===== src/rtl/l2cp_pkg.sv =====
// Shared constants and types for the level 2 coherence and prefetch controller.
// Assumes a block address (byte address without the in-block offset) on every request, snoop and memory port.
package l2cp_pkg;

    ////////////////////////////////////////////////////////////////////////////////
    // Widths
    localparam int ADDR_W = 27;
    localparam int REG_AW = 4;
    localparam int RATIO_W = 4;

    ////////////////////////////////////////////////////////////////////////////////
    // Register offsets (byte addresses)
    localparam logic [REG_AW-1:0] OFF_CTRL   = 4'h0;
    localparam logic [REG_AW-1:0] OFF_RATIO  = 4'h4;
    localparam logic [REG_AW-1:0] OFF_STATUS = 4'h8;
    localparam logic [REG_AW-1:0] OFF_PFADDR = 4'hC;

    // Field positions
    localparam int CTRL_EN_BIT    = 0;
    localparam int CTRL_PFEN_BIT  = 1;
    localparam int STAT_PEND_BIT  = 0;
    localparam int STAT_TOUCH_BIT = 1;

    // Reset values
    localparam logic               CTRL_EN_RST   = 1'h0;
    localparam logic               CTRL_PFEN_RST = 1'h0;
    localparam logic [RATIO_W-1:0] RATIO_RST     = 4'h0;

    // Least core-to-bus clock ratio at which prefetching may run
    localparam logic [RATIO_W-1:0] MIN_PF_RATIO = 4'h6;

    ////////////////////////////////////////////////////////////////////////////////
    // Types
    typedef enum logic [1:0] {
        MESI_I,
        MESI_E,
        MESI_S,
        MESI_M
    } l2cp_mesi_t;

    typedef enum logic [2:0] {
        OP_LOAD,
        OP_STORE,
        OP_FLUSH,
        OP_CLEAN,
        OP_INVAL,
        OP_TOUCH
    } l2cp_cpu_op_t;

    typedef enum logic [2:0] {
        SN_READ,
        SN_RWITM,
        SN_FLUSH,
        SN_CLEAN,
        SN_INVAL
    } l2cp_snoop_op_t;

    typedef struct packed {
        l2cp_cpu_op_t      op;
        logic [ADDR_W-1:0] addr;
        logic              guarded;
    } l2cp_cpu_req_t;

    typedef struct packed {
        logic [ADDR_W-1:0] addr;
        logic              guarded;
    } l2cp_fetch_t;

    typedef struct packed {
        l2cp_snoop_op_t    op;
        logic [ADDR_W-1:0] addr;
    } l2cp_snoop_t;

    typedef struct packed {
        logic [ADDR_W-1:0] addr;
        logic              prefetch;
        logic              touch;
        logic              to_l1;
    } l2cp_mem_req_t;

endpackage


===== src/rtl/l2cp_ctrl.sv =====
// Level 2 block state controller: MESI record per block, snoop handling,
// next-block prefetch engine and touch holding register.
// Assumes all inputs synchronous to clk; one access reaches the tag array per cycle.
`timescale 1ns/1ns
`default_nettype none

module l2cp_ctrl #(
    parameter int IDX_W  = 4,
    parameter int PAGE_W = 7
) (
    // Clock and reset
    input  wire logic                           clk,
    input  wire logic                           rst_n,
    // Register port
    input  wire logic [l2cp_pkg::REG_AW-1:0]    reg_addr,
    input  wire logic [31:0]                    reg_wdata,
    input  wire logic                           reg_we,
    input  wire logic                           reg_re,
    output logic      [31:0]                    reg_rdata,
    // Data-side requests
    input  wire logic                           data_valid,
    input  wire l2cp_pkg::l2cp_cpu_req_t        data_req,
    output logic                                data_ready,
    // Instruction-side fetch misses
    input  wire logic                           instr_valid,
    input  wire l2cp_pkg::l2cp_fetch_t          instr_req,
    output logic                                instr_ready,
    // Shared response for the allocating read in the same cycle
    input  wire logic                           other_holds,
    // Snooped bus operations
    input  wire logic                           snoop_valid,
    input  wire l2cp_pkg::l2cp_snoop_t          snoop_req,
    // Translation invalidate pulse
    input  wire logic                           tlb_inval,
    // Memory side
    output logic                                fill_valid,
    output l2cp_pkg::l2cp_mem_req_t             fill_req,
    output logic                                wb_valid,
    output logic      [l2cp_pkg::ADDR_W-1:0]    wb_addr
);

    localparam int AW  = l2cp_pkg::ADDR_W;
    localparam int TW  = AW - IDX_W;
    localparam int NUM = 1 << IDX_W;

    if (IDX_W < 1 || IDX_W > 12 || PAGE_W < 1 || PAGE_W >= AW || IDX_W >= AW) begin : g_chk
        $error("l2cp_ctrl: unsupported IDX_W or PAGE_W");
    end

    ////////////////////////////////////////////////////////////////////////////////
    // State

    l2cp_pkg::l2cp_mesi_t             st_q [NUM];
    logic [TW-1:0]                    tag_q [NUM];
    logic                             en_q;
    logic                             pf_en_q;
    logic [l2cp_pkg::RATIO_W-1:0]     ratio_q;
    logic                             pf_pend_q;
    logic                             pf_touch_q;
    logic [AW-1:0]                    pf_addr_q;
    logic                             pf_pend_d;
    logic                             pf_touch_d;
    logic [AW-1:0]                    pf_addr_d;
    logic [31:0]                      rdata_q;
    logic                             fill_valid_q;
    l2cp_pkg::l2cp_mem_req_t          fill_q;
    logic                             wb_valid_q;
    logic [AW-1:0]                    wb_addr_q;

    ////////////////////////////////////////////////////////////////////////////////
    // Arbitration

    wire is_touch  = data_req.op == l2cp_pkg::OP_TOUCH;
    wire demand    = data_valid && !is_touch;
    wire do_snoop  = snoop_valid && en_q;
    wire do_data   = demand && !do_snoop;
    wire do_instr  = instr_valid && !do_snoop && !demand;
    wire do_pf     = pf_pend_q && !do_snoop && !demand && !instr_valid;
    assign data_ready  = !do_snoop;
    assign instr_ready = !do_snoop && !demand;

    wire [AW-1:0] acc_addr = do_snoop ? snoop_req.addr :
                             do_data  ? data_req.addr  :
                             do_instr ? instr_req.addr : pf_addr_q;
    wire acc_guard = do_data ? data_req.guarded : (do_instr ? instr_req.guarded : 1'b0);

    wire [IDX_W-1:0]          idx    = acc_addr[IDX_W-1:0];
    wire [TW-1:0]             tag    = acc_addr[AW-1:IDX_W];
    wire l2cp_pkg::l2cp_mesi_t cur   = st_q[idx];
    wire                      hit    = en_q && (cur != l2cp_pkg::MESI_I) && (tag_q[idx] == tag);
    wire [AW-1:0]             victim = {tag_q[idx], idx};
    wire                      cur_mod = cur == l2cp_pkg::MESI_M;
    wire                      ratio_ok = ratio_q >= l2cp_pkg::MIN_PF_RATIO;

    ////////////////////////////////////////////////////////////////////////////////
    // Transition decode

    l2cp_pkg::l2cp_mesi_t nxt_st;
    logic                 upd;
    logic                 wb;
    logic                 fill;
    logic                 fill_l1;
    logic                 miss_done;

    always_comb begin
        nxt_st    = cur;
        upd       = 1'b0;
        wb        = 1'b0;
        fill      = 1'b0;
        fill_l1   = 1'b0;
        miss_done = 1'b0;
        if (do_snoop) begin
            if (hit) begin
                case (snoop_req.op)
                    l2cp_pkg::SN_READ: begin
                        if (cur == l2cp_pkg::MESI_E) begin
                            nxt_st = l2cp_pkg::MESI_S;
                            upd    = 1'b1;
                        end
                    end
                    l2cp_pkg::SN_RWITM, l2cp_pkg::SN_FLUSH: begin
                        nxt_st = l2cp_pkg::MESI_I;
                        upd    = 1'b1;
                        wb     = cur_mod;
                    end
                    l2cp_pkg::SN_CLEAN: begin
                        if (cur_mod) begin
                            nxt_st = l2cp_pkg::MESI_E;
                            upd    = 1'b1;
                            wb     = 1'b1;
                        end
                    end
                    l2cp_pkg::SN_INVAL: begin
                        nxt_st = l2cp_pkg::MESI_I;
                        upd    = 1'b1;
                    end
                    default: begin
                        upd = 1'b0;
                    end
                endcase
            end
        end else if (do_data) begin
            case (data_req.op)
                l2cp_pkg::OP_STORE: begin
                    if (hit) begin
                        nxt_st = l2cp_pkg::MESI_M;
                        upd    = !cur_mod;
                    end else begin
                        nxt_st    = l2cp_pkg::MESI_M;
                        upd       = 1'b1;
                        wb        = cur_mod;
                        fill      = 1'b1;
                        fill_l1   = 1'b1;
                        miss_done = 1'b1;
                    end
                end
                l2cp_pkg::OP_FLUSH: begin
                    if (hit) begin
                        nxt_st = l2cp_pkg::MESI_I;
                        upd    = 1'b1;
                        wb     = cur_mod;
                    end
                end
                l2cp_pkg::OP_CLEAN: begin
                    if (hit && cur_mod) begin
                        nxt_st = l2cp_pkg::MESI_E;
                        upd    = 1'b1;
                        wb     = 1'b1;
                    end
                end
                l2cp_pkg::OP_INVAL: begin
                    if (hit) begin
                        nxt_st = l2cp_pkg::MESI_I;
                        upd    = 1'b1;
                    end
                end
                default: begin
                    if (!hit) begin
                        nxt_st    = other_holds ? l2cp_pkg::MESI_S : l2cp_pkg::MESI_E;
                        upd       = 1'b1;
                        wb        = cur_mod;
                        fill      = 1'b1;
                        fill_l1   = 1'b1;
                        miss_done = 1'b1;
                    end
                end
            endcase
        end else if ((do_instr || do_pf) && !hit) begin
            nxt_st    = other_holds ? l2cp_pkg::MESI_S : l2cp_pkg::MESI_E;
            upd       = 1'b1;
            wb        = cur_mod;
            fill      = 1'b1;
            // prefetched and touched blocks stay out of level 1
            fill_l1   = do_instr;
            miss_done = 1'b1;
        end
        if (!en_q) begin
            upd = 1'b0;
            wb  = 1'b0;
        end
    end

    ////////////////////////////////////////////////////////////////////////////////
    // Prefetch engine

    wire ctrl_wr    = reg_we && reg_addr == l2cp_pkg::OFF_CTRL;
    wire last_line  = &acc_addr[PAGE_W-1:0];
    wire launch     = en_q && pf_en_q && ratio_ok && miss_done && !acc_guard && !last_line
                      && !(do_pf && pf_touch_q);
    // touch taken regardless of prefetch enable
    wire touch_take = data_valid && is_touch && data_ready && en_q && ratio_ok
                      && !data_req.guarded;
    wire pf_kill    = ctrl_wr || tlb_inval || !ratio_ok || !en_q;

    always_comb begin
        pf_pend_d  = pf_pend_q;
        pf_touch_d = pf_touch_q;
        pf_addr_d  = pf_addr_q;
        if (pf_kill) begin
            pf_pend_d = 1'b0;
        end else if (touch_take) begin
            pf_pend_d  = 1'b1;
            pf_touch_d = 1'b1;
            pf_addr_d  = data_req.addr;
        end else if (launch) begin
            pf_pend_d  = 1'b1;
            pf_touch_d = 1'b0;
            pf_addr_d  = acc_addr + AW'(1);
        end else if (do_data || do_pf) begin
            // demand drops pending prefetch, hit ends the sequence
            pf_pend_d = 1'b0;
        end
    end

    ////////////////////////////////////////////////////////////////////////////////
    // Registers

    always_ff @(posedge clk or negedge rst_n) begin
        if (!rst_n) begin
            for (int i = 0; i < NUM; i++) begin
                st_q[i]  <= l2cp_pkg::MESI_I;
                tag_q[i] <= '0;
            end
        end else if (upd) begin
            st_q[idx]  <= nxt_st;
            tag_q[idx] <= tag;
        end
    end

    always_ff @(posedge clk or negedge rst_n) begin
        if (!rst_n) begin
            pf_pend_q  <= 1'b0;
            pf_touch_q <= 1'b0;
            pf_addr_q  <= '0;
        end else begin
            pf_pend_q  <= pf_pend_d;
            pf_touch_q <= pf_touch_d;
            pf_addr_q  <= pf_addr_d;
        end
    end

    always_ff @(posedge clk or negedge rst_n) begin
        if (!rst_n) begin
            fill_valid_q <= 1'b0;
            fill_q       <= '0;
            wb_valid_q   <= 1'b0;
            wb_addr_q    <= '0;
        end else begin
            fill_valid_q <= fill;
            fill_q       <= '{addr: acc_addr, prefetch: do_pf, touch: do_pf && pf_touch_q,
                              to_l1: fill_l1};
            wb_valid_q   <= wb;
            wb_addr_q    <= victim;
        end
    end

    assign fill_valid = fill_valid_q;
    assign fill_req   = fill_q;
    assign wb_valid   = wb_valid_q;
    assign wb_addr    = wb_addr_q;

    ////////////////////////////////////////////////////////////////////////////////
    // Register port

    wire ratio_wr = reg_we && reg_addr == l2cp_pkg::OFF_RATIO;
    wire [31:0] rd_mux =
        (reg_addr == l2cp_pkg::OFF_CTRL)   ? 32'({pf_en_q, en_q}) :
        (reg_addr == l2cp_pkg::OFF_RATIO)  ? 32'(ratio_q) :
        (reg_addr == l2cp_pkg::OFF_STATUS) ? 32'({pf_touch_q, pf_pend_q}) :
        (reg_addr == l2cp_pkg::OFF_PFADDR) ? 32'(pf_addr_q) : 32'h0000_0000;

    always_ff @(posedge clk or negedge rst_n) begin
        if (!rst_n) begin
            en_q    <= l2cp_pkg::CTRL_EN_RST;
            pf_en_q <= l2cp_pkg::CTRL_PFEN_RST;
            ratio_q <= l2cp_pkg::RATIO_RST;
            rdata_q <= 32'h0000_0000;
        end else begin
            if (ctrl_wr) begin
                en_q    <= reg_wdata[l2cp_pkg::CTRL_EN_BIT];
                pf_en_q <= reg_wdata[l2cp_pkg::CTRL_PFEN_BIT];
            end
            if (ratio_wr) begin
                ratio_q <= reg_wdata[l2cp_pkg::RATIO_W-1:0];
            end
            rdata_q <= reg_re ? rd_mux : 32'h0000_0000;
        end
    end

    assign reg_rdata = rdata_q;

    wire ld_miss = do_data && data_req.op == l2cp_pkg::OP_LOAD && !hit && en_q;
    wire st_miss = do_data && data_req.op == l2cp_pkg::OP_STORE && !hit && en_q;
endmodule

`default_nettype wire


===== config.mk =====
export PLATFORM = sky130hd
export DESIGN_NAME = l2cp_ctrl
export DESIGN_NICKNAME = d
export VERILOG_FILES = /design/src/rtl/l2cp_pkg.sv /design/src/rtl/l2cp_ctrl.sv
export SDC_FILE = /design/constraint.sdc
export NUM_CORES = 1
export LEC_CHECK = 0
export BUFFER_PORTS_ARGS = -buffer_cell sky130_fd_sc_hd__clkbuf_2
export CAP_MARGIN = 25
export CORE_MARGIN = 4
export CORE_UTILIZATION = 60
export CTS_CLUSTER_DIAMETER = 200
export DETAILED_ROUTE_END_ITERATION = 8
export PLACE_DENSITY = 0.83
export SYNTH_ARGS = -nofsm -noshare
export SYNTH_HDL_FRONTEND = slang
export SYNTH_SLANG_ARGS = --single-unit

===== constraint.sdc =====
create_clock -name clk -period 5.74 [get_ports clk]
set_clock_uncertainty 0.2 [all_clocks]
set_input_delay 0 -clock clk [delete_from_list [all_inputs] [get_ports clk]]
set_output_delay 0 -clock clk [all_outputs]
set_load 0.01 [all_outputs]

==> flow_summary.toml, run 1 <==
[outcome]
status = "finished, violations left"
violations = "hold timing"

[placed_design]
placed_cells = 2774
globalplace.congestion = 0.931
dp_hpwl_um = 50000
io_buffers = 193

[job]
maxCapViolCount = 0

[logic_synthesis]
synth_top_area_cell = "dfrtp_1"
synth_cell_types = 85
avgSynthCellArea_um2 = 12.1
dominantRegCellSynth = "dfrtp_1"
yosys_warnings = 0
synth-edff-count = 0
synthesis.instances = 2084
yosys-top-cells-count = "517 x dfrtp_1, 343 x mux2_1, 197 x nand2_1"
synth_area_mm2 = 0.0253
synth_area_leaders = "dfrtp_1 51%, mux2_1 15%, mux2_2 4.1%"
ys_async_sr_fraction = 1.00
yosys.area.top_type_share = 0.512
yosysMostFrequentCell = "dfrtp_1"
ys_seq_area_frac = 0.512
synth-seq-cells = 517

[setup_path]
critPathRequiredTime_ns = 6.02
start_kind = "register"
critPathMaxFanout = 14
cp_data_arrival_time_ns = 5.91
critical_path_class = "register to register"
endpoint_kind = "register"

[finish]
multi_input_area_mm2 = 0.0113
register_area_mm2 = 0.0129
fin_nets = 2558
stdcell_count = 2990
nFillCells = 2530
area_growth_pct = 20.5
drive_gt1_frac = 0.245

[floorplanning]
io_pins = 227
core_area_mm2 = 0.0412
start_util = 0.613
die_height_um = 213
die_area_mm2 = 0.0455
die_w_um = 213
row_count = 74

[timing]
whs_ns = -0.0170
max_freq_mhz = 178
relSlewSlack = 0.331
worst_pin_slew_ns = 1.00
setup_viol = 0
maxSlewViolCount = 0
fin_crit_sh = 0.980
final_hold_viol_count = 1
period_needed_ns = 5.63

[route]
routedWlPerCell_um = 25.6
via_per_inst = 6.48
drc = 0
routed_wl_um = 76600
detail_route.iter0.violations = 2164
vias = 19400
antenna_left = 0
dr.pass1.iters = 8

[cts]
clockBufferDepth = 3
cts_tree = "built"
insertion_delay_ns = 0.61
clk_pin_slew_worst_paths_ns = 0.06
cts_inserted_buffers = 52
h-tree-depth = 2
root_buffer = "clkbuf_16"
clkSinkCount = 517

[global_route]
overflow = 0
grt_pass1_wl_um = 117000
grt_max_degree = 159
antenna_found_initial = 1
grt_pass1_vias = 20000
grt.total_usage = 0.334

[pwr]
power-per-cell-area_mw_per_mm2 = 346
power.total_mw = 10.5
ir_worst_vdd_v = 0.000241
leakage_nw = 14.9

[min_path]
hold_class = "primary input to register"
[cell type report]
class / instances / area share
Multi-Input combinational cell: 1369 / 0.373
Clock inverter: 13 / 0.00584
Tap cell: 532 / 0.0219
Timing Repair Buffer: 454 / 0.122
Inverter: 26 / 0.00321
Sequential cell: 517 / 0.425
Clock buffer: 78 / 0.0492
Antenna cell: 1 / 0.0000822
[path summary, 6_finish.rpt]
| check | startpoint | slack, ns | cells after the start | to |
|---|---|---|---|---|
| worst max-delay path | en_q | 0.11 | 21 | tag_q[270] |
| worst min-delay path | snoop_req[2] | -0.02 | 5 | wb_addr[2] |
| worst max register to register | en_q | 0.11 | 21 | tag_q[270] |
| worst min register to register | tag_q[189] | 0.28 | 1 | tag_q[189] |
| max in group asynchronous | rst_n | 4.07 | 4 | fill_req[29] |
| min in group asynchronous | rst_n | 0.46 | 4 | fill_req[1] |
[flip-flops by register name (all words and copies together) (netlist names), 4 cells and up]
| signal | flops |
|---|---|
| st_q | 32 |
| tag_q | 368 |
| pf_addr_q | 27 |
| fill_req | 26 |
| reg_rdata | 27 |
| wb_addr | 27 |
| ratio_q | 4 |
[metal layers]
layer / GRT usage / wire length, um
met1: 0.438 / 29900
met5: 0 / 12
met2: 0.539 / 35900
met3: 0.0646 / 7000
met4: 0.169 / 3860
[cell usage in the layout, fill, tap and decap left out, types with 5 or more instances in the layout]
master	netlist	final
o211ai_1	16	16
a22o_1	6	6
mux2_1	343	343
clkbuf_2	0	192
xor2_1	21	21
a31oi_1	15	15
nand2_1	197	196
clkbuf_1	77	16
and3_1	19	19
and2_1	30	29
a21oi_1	75	75
inv_1	21	21
a211oi_4	5	5
a21oi_4	11	12
a22oi_1	42	42
xnor2_1	23	23
dlygate4sd3_1	0	112
nor2_1	75	72
o21ai_1	2	14
and4_1	10	10
clkinv_2	0	5
mux2i_1	101	100
nor3_2	8	10
nand4_1	16	16
nand3_1	85	85
clkbuf_16	0	52
o21ai_0	45	24
clkbuf_8	0	10
nor3_1	16	14
conb_1	1	5
dfrtp_1	517	517
buf_12	0	37
mux4_2	24	24
o21ai_2	2	11
buf_4	30	107
mux2_2	93	93
[kinds of logic after synthesis]
family,synth area share
and+or+nand+nor,0.0940
adders and majority gates,0.00198
other,0.000148
muxes,0.256
DFF,0.512
AOI/OAI and AO/OA,0.0771
buffers and inverters,0.0437
xor gates and xnor gates,0.0153
[metrics by stage]
| stage | worst slack (ns) | hold WS (ns) | util | setup TNS (ns) | instance area (um^2) |
|---|---|---|---|---|---|
| 2_1_floorplan | 0.940 | -0.496 | - | 0 | 25300 |
| 3_3_place_gp | -0.0999 | -0.0779 | 0.666 | -15.75 | 27500 |
| 3_5_place_dp | 0.104 | -0.0579 | 0.667 | 0 | 27500 |
| 4_1_cts | 0.0262 | 0.00379 | 0.735 | 0 | 30300 |
| 5_1_grt | -0.0164 | 0.0219 | 0.739 | -0.0394 | 30400 |
| 6_report | 0.114 | -0.0170 | 0.739 | 0 | 30400 |
[power by group]
| part | leakage, nW | internal [mW] | switching [mW] | total, mW |
|---|---|---|---|---|
| clock network | 0.814 | 1.94 | 1.44 | 3.37 |
| registers | 7.03 | 4.23 | 0.319 | 4.54 |
| logic | 7.11 | 1.09 | 1.53 | 2.62 |
| total | 14.9 | 7.26 | 3.28 | 10.5 |
[worst max-delay path, stage by stage, from the launching register on]
cell      delay, ns
dfrtp_1        0.37
and2_2         0.21
inv_2          0.21
a41oi_4        0.20
nand2_8        0.21
inv_2          0.14
nor3_2         0.59
buf_4          0.26
a22oi_1        0.08
and4_1         0.33
xor2_1         0.23
nor2_1         0.16
and4_1         0.26
nand4_1        0.11
buf_4          0.18
buf_4          0.15
mux2i_2        0.30
buf_4          0.26
o211ai_1       0.14
a21oi_4        0.30
buf_4          0.22
mux2_1         0.35
[repair_timing]
item / 4_1_cts / 5_1_grt
endpoints found under the hold margin: 644 / 1
hold buffers: 112 / 1
setup buffers: 0 / 9
endpoints found under the setup margin: 0 / 402
gates resized for setup: 0 / 10
Note: power is estimated with default switching activity, not from simulation.
==> run 2: changes to the inputs <==
--- a/config.mk
+++ b/config.mk
@@ -12,6 +12,7 @@
 export CTS_CLUSTER_DIAMETER = 200
 export DETAILED_ROUTE_END_ITERATION = 8
 export PLACE_DENSITY = 0.83
+export RECOVER_POWER = 50
 export SYNTH_ARGS = -nofsm -noshare
 export SYNTH_HDL_FRONTEND = slang
 export SYNTH_SLANG_ARGS = --single-unit
==> run 2 against run 1 <==
First-iteration DRC count shrank 3.7%; sequential cell count is the same; combinational power is essentially flat; critical endpoint unchanged; largest cell class unchanged; clock power is essentially flat; critical path type unchanged; largest power group unchanged; the flow finishes with violations (hold timing, capacitance limit, slew limit); register-to-register slack is essentially flat; highest routed layer unchanged; design area shrank 0.61%; non-clock buffer count is the same; clock-buffer cell count is the same.
==> flow_summary.toml, run 2 (synthesized netlist as in run 1, its figures left out) <==
[route]
routed_wl_um = 76500
routedWlPerCell_um = 25.6
detail_route.iter0.violations = 2083
via_per_inst = 6.45
drc = 0
antenna_left = 0
dr.pass1.iters = 5
vias = 19300

[floorplanning]
die_w_um = 213
die_height_um = 213
core_area_mm2 = 0.0412
io_pins = 227
start_util = 0.613
row_count = 74
die_area_mm2 = 0.0455

[setup_path]
start_kind = "register"
critPathMaxFanout = 14
reg2reg_from = "en_q"
cp_data_arrival_time_ns = 5.90
endpoint_kind = "register"
critPathRequiredTime_ns = 6.02
critical_path_class = "register to register"
critPathLaunch = "en_q"

[placed_design]
dp_hpwl_um = 50000
globalplace.congestion = 0.931
placement.cell_area_mm2 = 0.0275
io_buffers = 193

[timing]
relSlewSlack = -1.62
whs_ns = -0.00431
maxSlewViolCount = 521
period_needed_ns = 5.62
final_hold_viol_count = 1
max_freq_mhz = 178
setup_viol = 0
fin_crit_sh = 0.979
worst_pin_slew_ns = 3.92

[global_route]
grtUsageMet2 = 0.539
grt_busiest_layer = "met2"
grt.total_usage = 0.334
overflow = 0
grt_pass1_wl_um = 117000
antenna_found_initial = 1
grt_max_degree = 159
use_met3 = 0.0646
grt_pass1_vias = 20000
grtUsageMet1 = 0.438

[min_path]
hold_class = "primary input to register"
min-delay-start = "snoop_req[2]"

[finish]
top_register = "tag_q"
reg_top3 = "tag_q x368, st_q x32"
layout_common_cells = "517 x dfrtp_1, 343 x mux2_1, 196 x nand2_1"
final_util = 0.734
drive_gt1_frac = 0.210
area_growth_pct = 19.8
fin_nets = 2558
finalInstanceArea_mm2 = 0.0303
largest_register_ffs = 368
final_common_cell = "dfrtp_1"

[pwr]
ir_worst_vdd_v = 0.000240
leakage_nw = 14.6
power-per-cell-area_mw_per_mm2 = 347

[cts]
cts_tree = "built"
clk_pin_slew_worst_paths_ns = 0.06
h-tree-depth = 2
insertion_delay_ns = 0.61
clockBufferDepth = 3
clkSinkCount = 517
cts_inserted_buffers = 52
root_buffer = "clkbuf_16"

[job]
maxCapViolCount = 4

[outcome]
violations = "hold timing, capacitance limit, slew limit"
status = "finished, violations left"
[run 2: cell types whose count changed in the layout (fill, tap and decap cells not counted)]
cell,change
clkbuf_1,+87
clkbuf_2,-82
buf_12,-3
buf_8,-1
buf_16,-1
[run 2: cell type report]
type / count / area, um^2
antenna: 1 / 2.50
sequential: 517 / 12900
timing repair buffer: 454 / 3530
fill: 2600 / 10900
tap: 532 / 666
clock buffer: 78 / 1500
inverter: 26 / 97.6
clock inverter: 13 / 178
multi-input combinational: 1369 / 11300
[run 2: worst max-delay path, cell delays in order, from the launching register on]
cell and delay [ns]:
dfrtp_1 0.38, and2_2 0.21, inv_2 0.21, a41oi_4 0.20, nand2_8 0.21, inv_2 0.15
nor3_2 0.57, buf_4 0.25, a22oi_1 0.08, and4_1 0.34, xor2_1 0.24, nor2_1 0.16
and4_1 0.26, nand4_1 0.11, buf_4 0.18, buf_4 0.15, mux2i_2 0.30, buf_4 0.26
o211ai_1 0.14, a21oi_4 0.30, buf_4 0.22, mux2_1 0.35
[run 2: routing by layer]
metal,share of wire,vias up
met5,0.00016,-
met4,0.053,2
met3,0.089,265
met2,0.46,1120
met1,0.39,9780
li1,-,8110
[run 2: through the flow]
stage	instances	TNS, ns	hold WS [ns]	power (mW)	worst slack (ns)
after global routing	2989	-0.0394	0.0219	10.9	-0.0164
after CTS	2977	0	0.00379	10.5	0.0262
final	2990	0	-0.00431	10.5	0.120
after floorplan	2088	0	-0.496	5.96	0.940
after global placement	2772	-15.75	-0.0779	6.85	-0.0999
after detailed placement	2774	0	-0.0579	6.98	0.104
[run 2: worst paths after layout]
kind                                  to  slack, ns  depth (start not counted)
hold reg to reg               tag_q[227]       0.28                          1
setup / recovery              tag_q[270]       0.12                         21
setup reg to reg              tag_q[270]       0.12                         21
hold / removal                wb_addr[2]     -0.004                          5
min in group asynchronous  reg_rdata[20]       1.75                          4
max in group asynchronous   fill_req[29]       0.78                          4
[run 2: repair_timing]
| action | 4_1_cts | 5_1_grt |
|---|---|---|
| endpoints found under the hold margin | 644 | 1 |
| setup buffers | 0 | 9 |
| endpoints found under the setup margin | 0 | 402 |
| hold buffers | 112 | 1 |
| resized for setup | 0 | 10 |
[run 2: where the power goes]
part           internal (mW)  switching (mW)
clock network           1.94            1.43
registers               4.23           0.319
logic                   1.06            1.53
total                   7.23            3.28
==> run 3: changes to the inputs <==
--- a/config.mk
+++ b/config.mk
@@ -8,10 +8,11 @@
 export BUFFER_PORTS_ARGS = -buffer_cell sky130_fd_sc_hd__clkbuf_2
 export CAP_MARGIN = 25
 export CORE_MARGIN = 4
-export CORE_UTILIZATION = 60
+export CORE_UTILIZATION = 62
+export CTS_BUF_LIST = sky130_fd_sc_hd__clkbuf_8
 export CTS_CLUSTER_DIAMETER = 200
 export DETAILED_ROUTE_END_ITERATION = 8
-export PLACE_DENSITY = 0.83
+export PLACE_DENSITY = 0.86
 export RECOVER_POWER = 50
 export SYNTH_ARGS = -nofsm -noshare
 export SYNTH_HDL_FRONTEND = slang
==> run 3 against run 2 <==
The run ends with capacitance limit, slew limit, setup timing left; design area rose by 0.21%; cell count rose by 1.5%; via count rose by 5.5%; worst hold slack improved by 0.089 ns; worst setup slack got worse by 0.12 ns; largest power group unchanged; sequential cell count did not move; register-to-register slack got worse by 0.12 ns; sequential share of layout area fell by 0.088 points; clock-buffer cell count rose by 28.
==> flow_summary.toml, run 3 (synthesized netlist as in run 1, its figures left out) <==
[finish]
stdcell_count = 3034
drive_gt1_frac = 0.222
top_register = "tag_q"
final_common_cell = "dfrtp_1"
layout_common_cells = "517 x dfrtp_1, 343 x mux2_1, 197 x nand2_1"
nFillCells = 2204
fin_nets = 2579
reg_top3 = "tag_q x368, st_q x32"
largest_register_ffs = 368
area_growth_pct = 20.0

[timing]
final_hold_viol_count = 0
maxSlewViolCount = 521
max_freq_mhz = 174
period_needed_ns = 5.74
finalSetupTns_ns = -0.000383
worst_pin_slew_ns = 3.02
setup_viol = 1
fin_crit_sh = 1.00
setup_slack_ns = -0.000383
relSlewSlack = -1.01

[setup_path]
critPathMaxFanout = 15
critical_path_class = "register to register"
cp.buffers_inverters = 7
endpoint_kind = "register"
path_cells = "and2_2 > inv_6 > o21a_1 > a21oi_4 > inv_2 > nor3_2 > buf_4 > a22oi_1 > nand4_1 > xnor2_1 > nor3_1 > and4_1 > nand4_1 > buf_4 > mux2i_2 > o2111ai_4 > buf_12 > buf_12 > a21oi_4 > clkbuf_16 > mux2_1"
crit_family = "simple AND/OR/NAND/NOR gates"
crit_path_max_incr_delay_ns = 0.58
start_kind = "register"
r2r_end = "tag_q[70]"
r2r_cells = 21
cp_data_arrival_time_ns = 6.06
critical-path-slowest-cell = "nor3_2"
rrSetupSlack_ns = -0.0004
reg2reg_from = "en_q"
critPathRequiredTime_ns = 6.06

[route]
routed_wl_um = 82900
routedWlPerCell_um = 27.3
via_per_inst = 6.70
drc = 0
detail_route.iter0.violations = 2451
dr.pass1.iters = 9
antenna_left = 0
vias = 20300

[cts]
cts_tree = "built"
clockBufferDepth = 3
clkSinkCount = 517
clk_pin_slew_worst_paths_ns = 0.07
insertion_delay_ns = 0.64
h-tree-depth = 3
cts_inserted_buffers = 81
root_buffer = "clkbuf_8"

[global_route]
grt.total_usage = 0.369
grt_pass1_wl_um = 126000
grt_max_degree = 184
antenna_found_initial = 2
overflow = 0
grt_pass1_vias = 21200

[min_path]
min_path_cells = 4
worstHoldEndpoint = "reg_rdata[0]"
min-delay-start = "reg_addr[1]"
hold_class = "primary input to register"

[pwr]
leakage_nw = 14.8
netSwitchingFraction = 0.323
switchingPower_mw = 3.41
power.total_mw = 10.6
cell_internal_pwr_mw = 7.16
clockPowerShare = 0.319
share_seq_of_total_power = 0.432
ir_worst_vdd_v = 0.000155
power-per-cell-area_mw_per_mm2 = 349
pwr-share-comb = 0.248

[floorplanning]
start_util = 0.632
row_count = 73
die_height_um = 210
die_area_mm2 = 0.0440
die_w_um = 210
core_area_mm2 = 0.0400
io_pins = 227

[outcome]
violations = "capacitance limit, slew limit, setup timing"
status = "finished, violations left"

[job]
maxCapViolCount = 4

[placed_design]
globalplace.congestion = 0.938
io_buffers = 193
dp_slack_ns = 0.127
dp_hpwl_um = 48800
placed_cells = 2762
==> run 3: cell types whose count changed in the layout (fill, tap and decap cells not counted), sizes merged <==
cell	previous run	this run
clkinv	7	10
buf	145	131
bufinv	3	5
clkbuf	275	304
inv	27	53
dlygate4sd3	112	117
==> run 3: final cells by class <==
class | instances | area [um^2] | area share
Antenna cell | 1 | 2.50 | 0.0000825
Clock buffer | 106 | 1460 | 0.0481
Clock inverter | 44 | 333 | 0.0110
Inverter | 26 | 106 | 0.00351
Multi-Input combinational cell | 1369 | 11400 | 0.375
Sequential cell | 517 | 12900 | 0.427
Tap cell | 525 | 657 | 0.0217
Timing Repair Buffer | 446 | 3440 | 0.114
==> run 3: worst max-delay path by stage <==
stage	start	end	slack, ns	cells after the start
after CTS	en_q	tag_q[71]	0.06	22
final	en_q	tag_q[70]	-0.0004	21
after global placement	en_q	tag_q[69]	0.21	22
after global routing	en_q	tag_q[89]	-0.04	21
after detailed placement	en_q	tag_q[72]	0.13	22
after floorplan	en_q	tag_q[120]	0.94	19
==> run 3: power by group through the flow <==
| stage | clock network, mW | logic [mW] | registers [mW] |
|---|---|---|---|
| 6_report | 3.38 | 2.63 | 4.57 |
| 5_1_grt | 3.57 | 2.78 | 4.60 |
| 4_1_cts | 3.38 | 2.53 | 4.53 |
| 3_5_place_dp | 0 | 2.38 | 4.58 |
| 3_3_place_gp | 0 | 2.30 | 4.53 |
| 2_1_floorplan | 0 | 1.44 | 4.52 |
==> run 3: through the flow <==
step	cell area [um^2]	hold slack (ns)	utilization
final	30300	0.0848	0.758
after global routing	30300	0.0746	0.758
after CTS	30400	0.0116	0.759
after detailed placement	27400	-0.0403	0.684
after global placement	27400	-0.0608	0.684
after floorplan	25300	-0.496	-
==> run 3: timing repair <==
action	4_1_cts	5_1_grt
setup endpoints to repair	0	426
endpoints found under the hold margin	571	0
gates resized for setup	0	17
setup buffers	0	1
hold buffers	118	0
==> run 3: worst register-to-register path: stages (launching register included) <==
cell       delay, ns
dfrtp_1         0.41
and2_2          0.30
inv_6           0.12
o21a_1          0.17
a21oi_4         0.29
inv_2           0.23
nor3_2          0.59
buf_4           0.27
a22oi_1         0.15
nand4_1         0.32
xnor2_1         0.11
nor3_1          0.21
and4_1          0.33
nand4_1         0.11
buf_4           0.19
mux2i_2         0.24
o2111ai_4       0.16
buf_12          0.21
buf_12          0.16
a21oi_4         0.25
clkbuf_16       0.26
mux2_1          0.34
==> run 3: metal layers <==
| metal | GRT usage | vias up | share of wire |
|---|---|---|---|
| met2 | 0.574 | 1633 | 0.46 |
| li1 | - | 8156 | - |
| met3 | 0.112 | 424 | 0.12 |
| met4 | 0.205 | 6 | 0.065 |
| met5 | 0 | - | 0.00041 |
| met1 | 0.464 | 10100 | 0.36 |
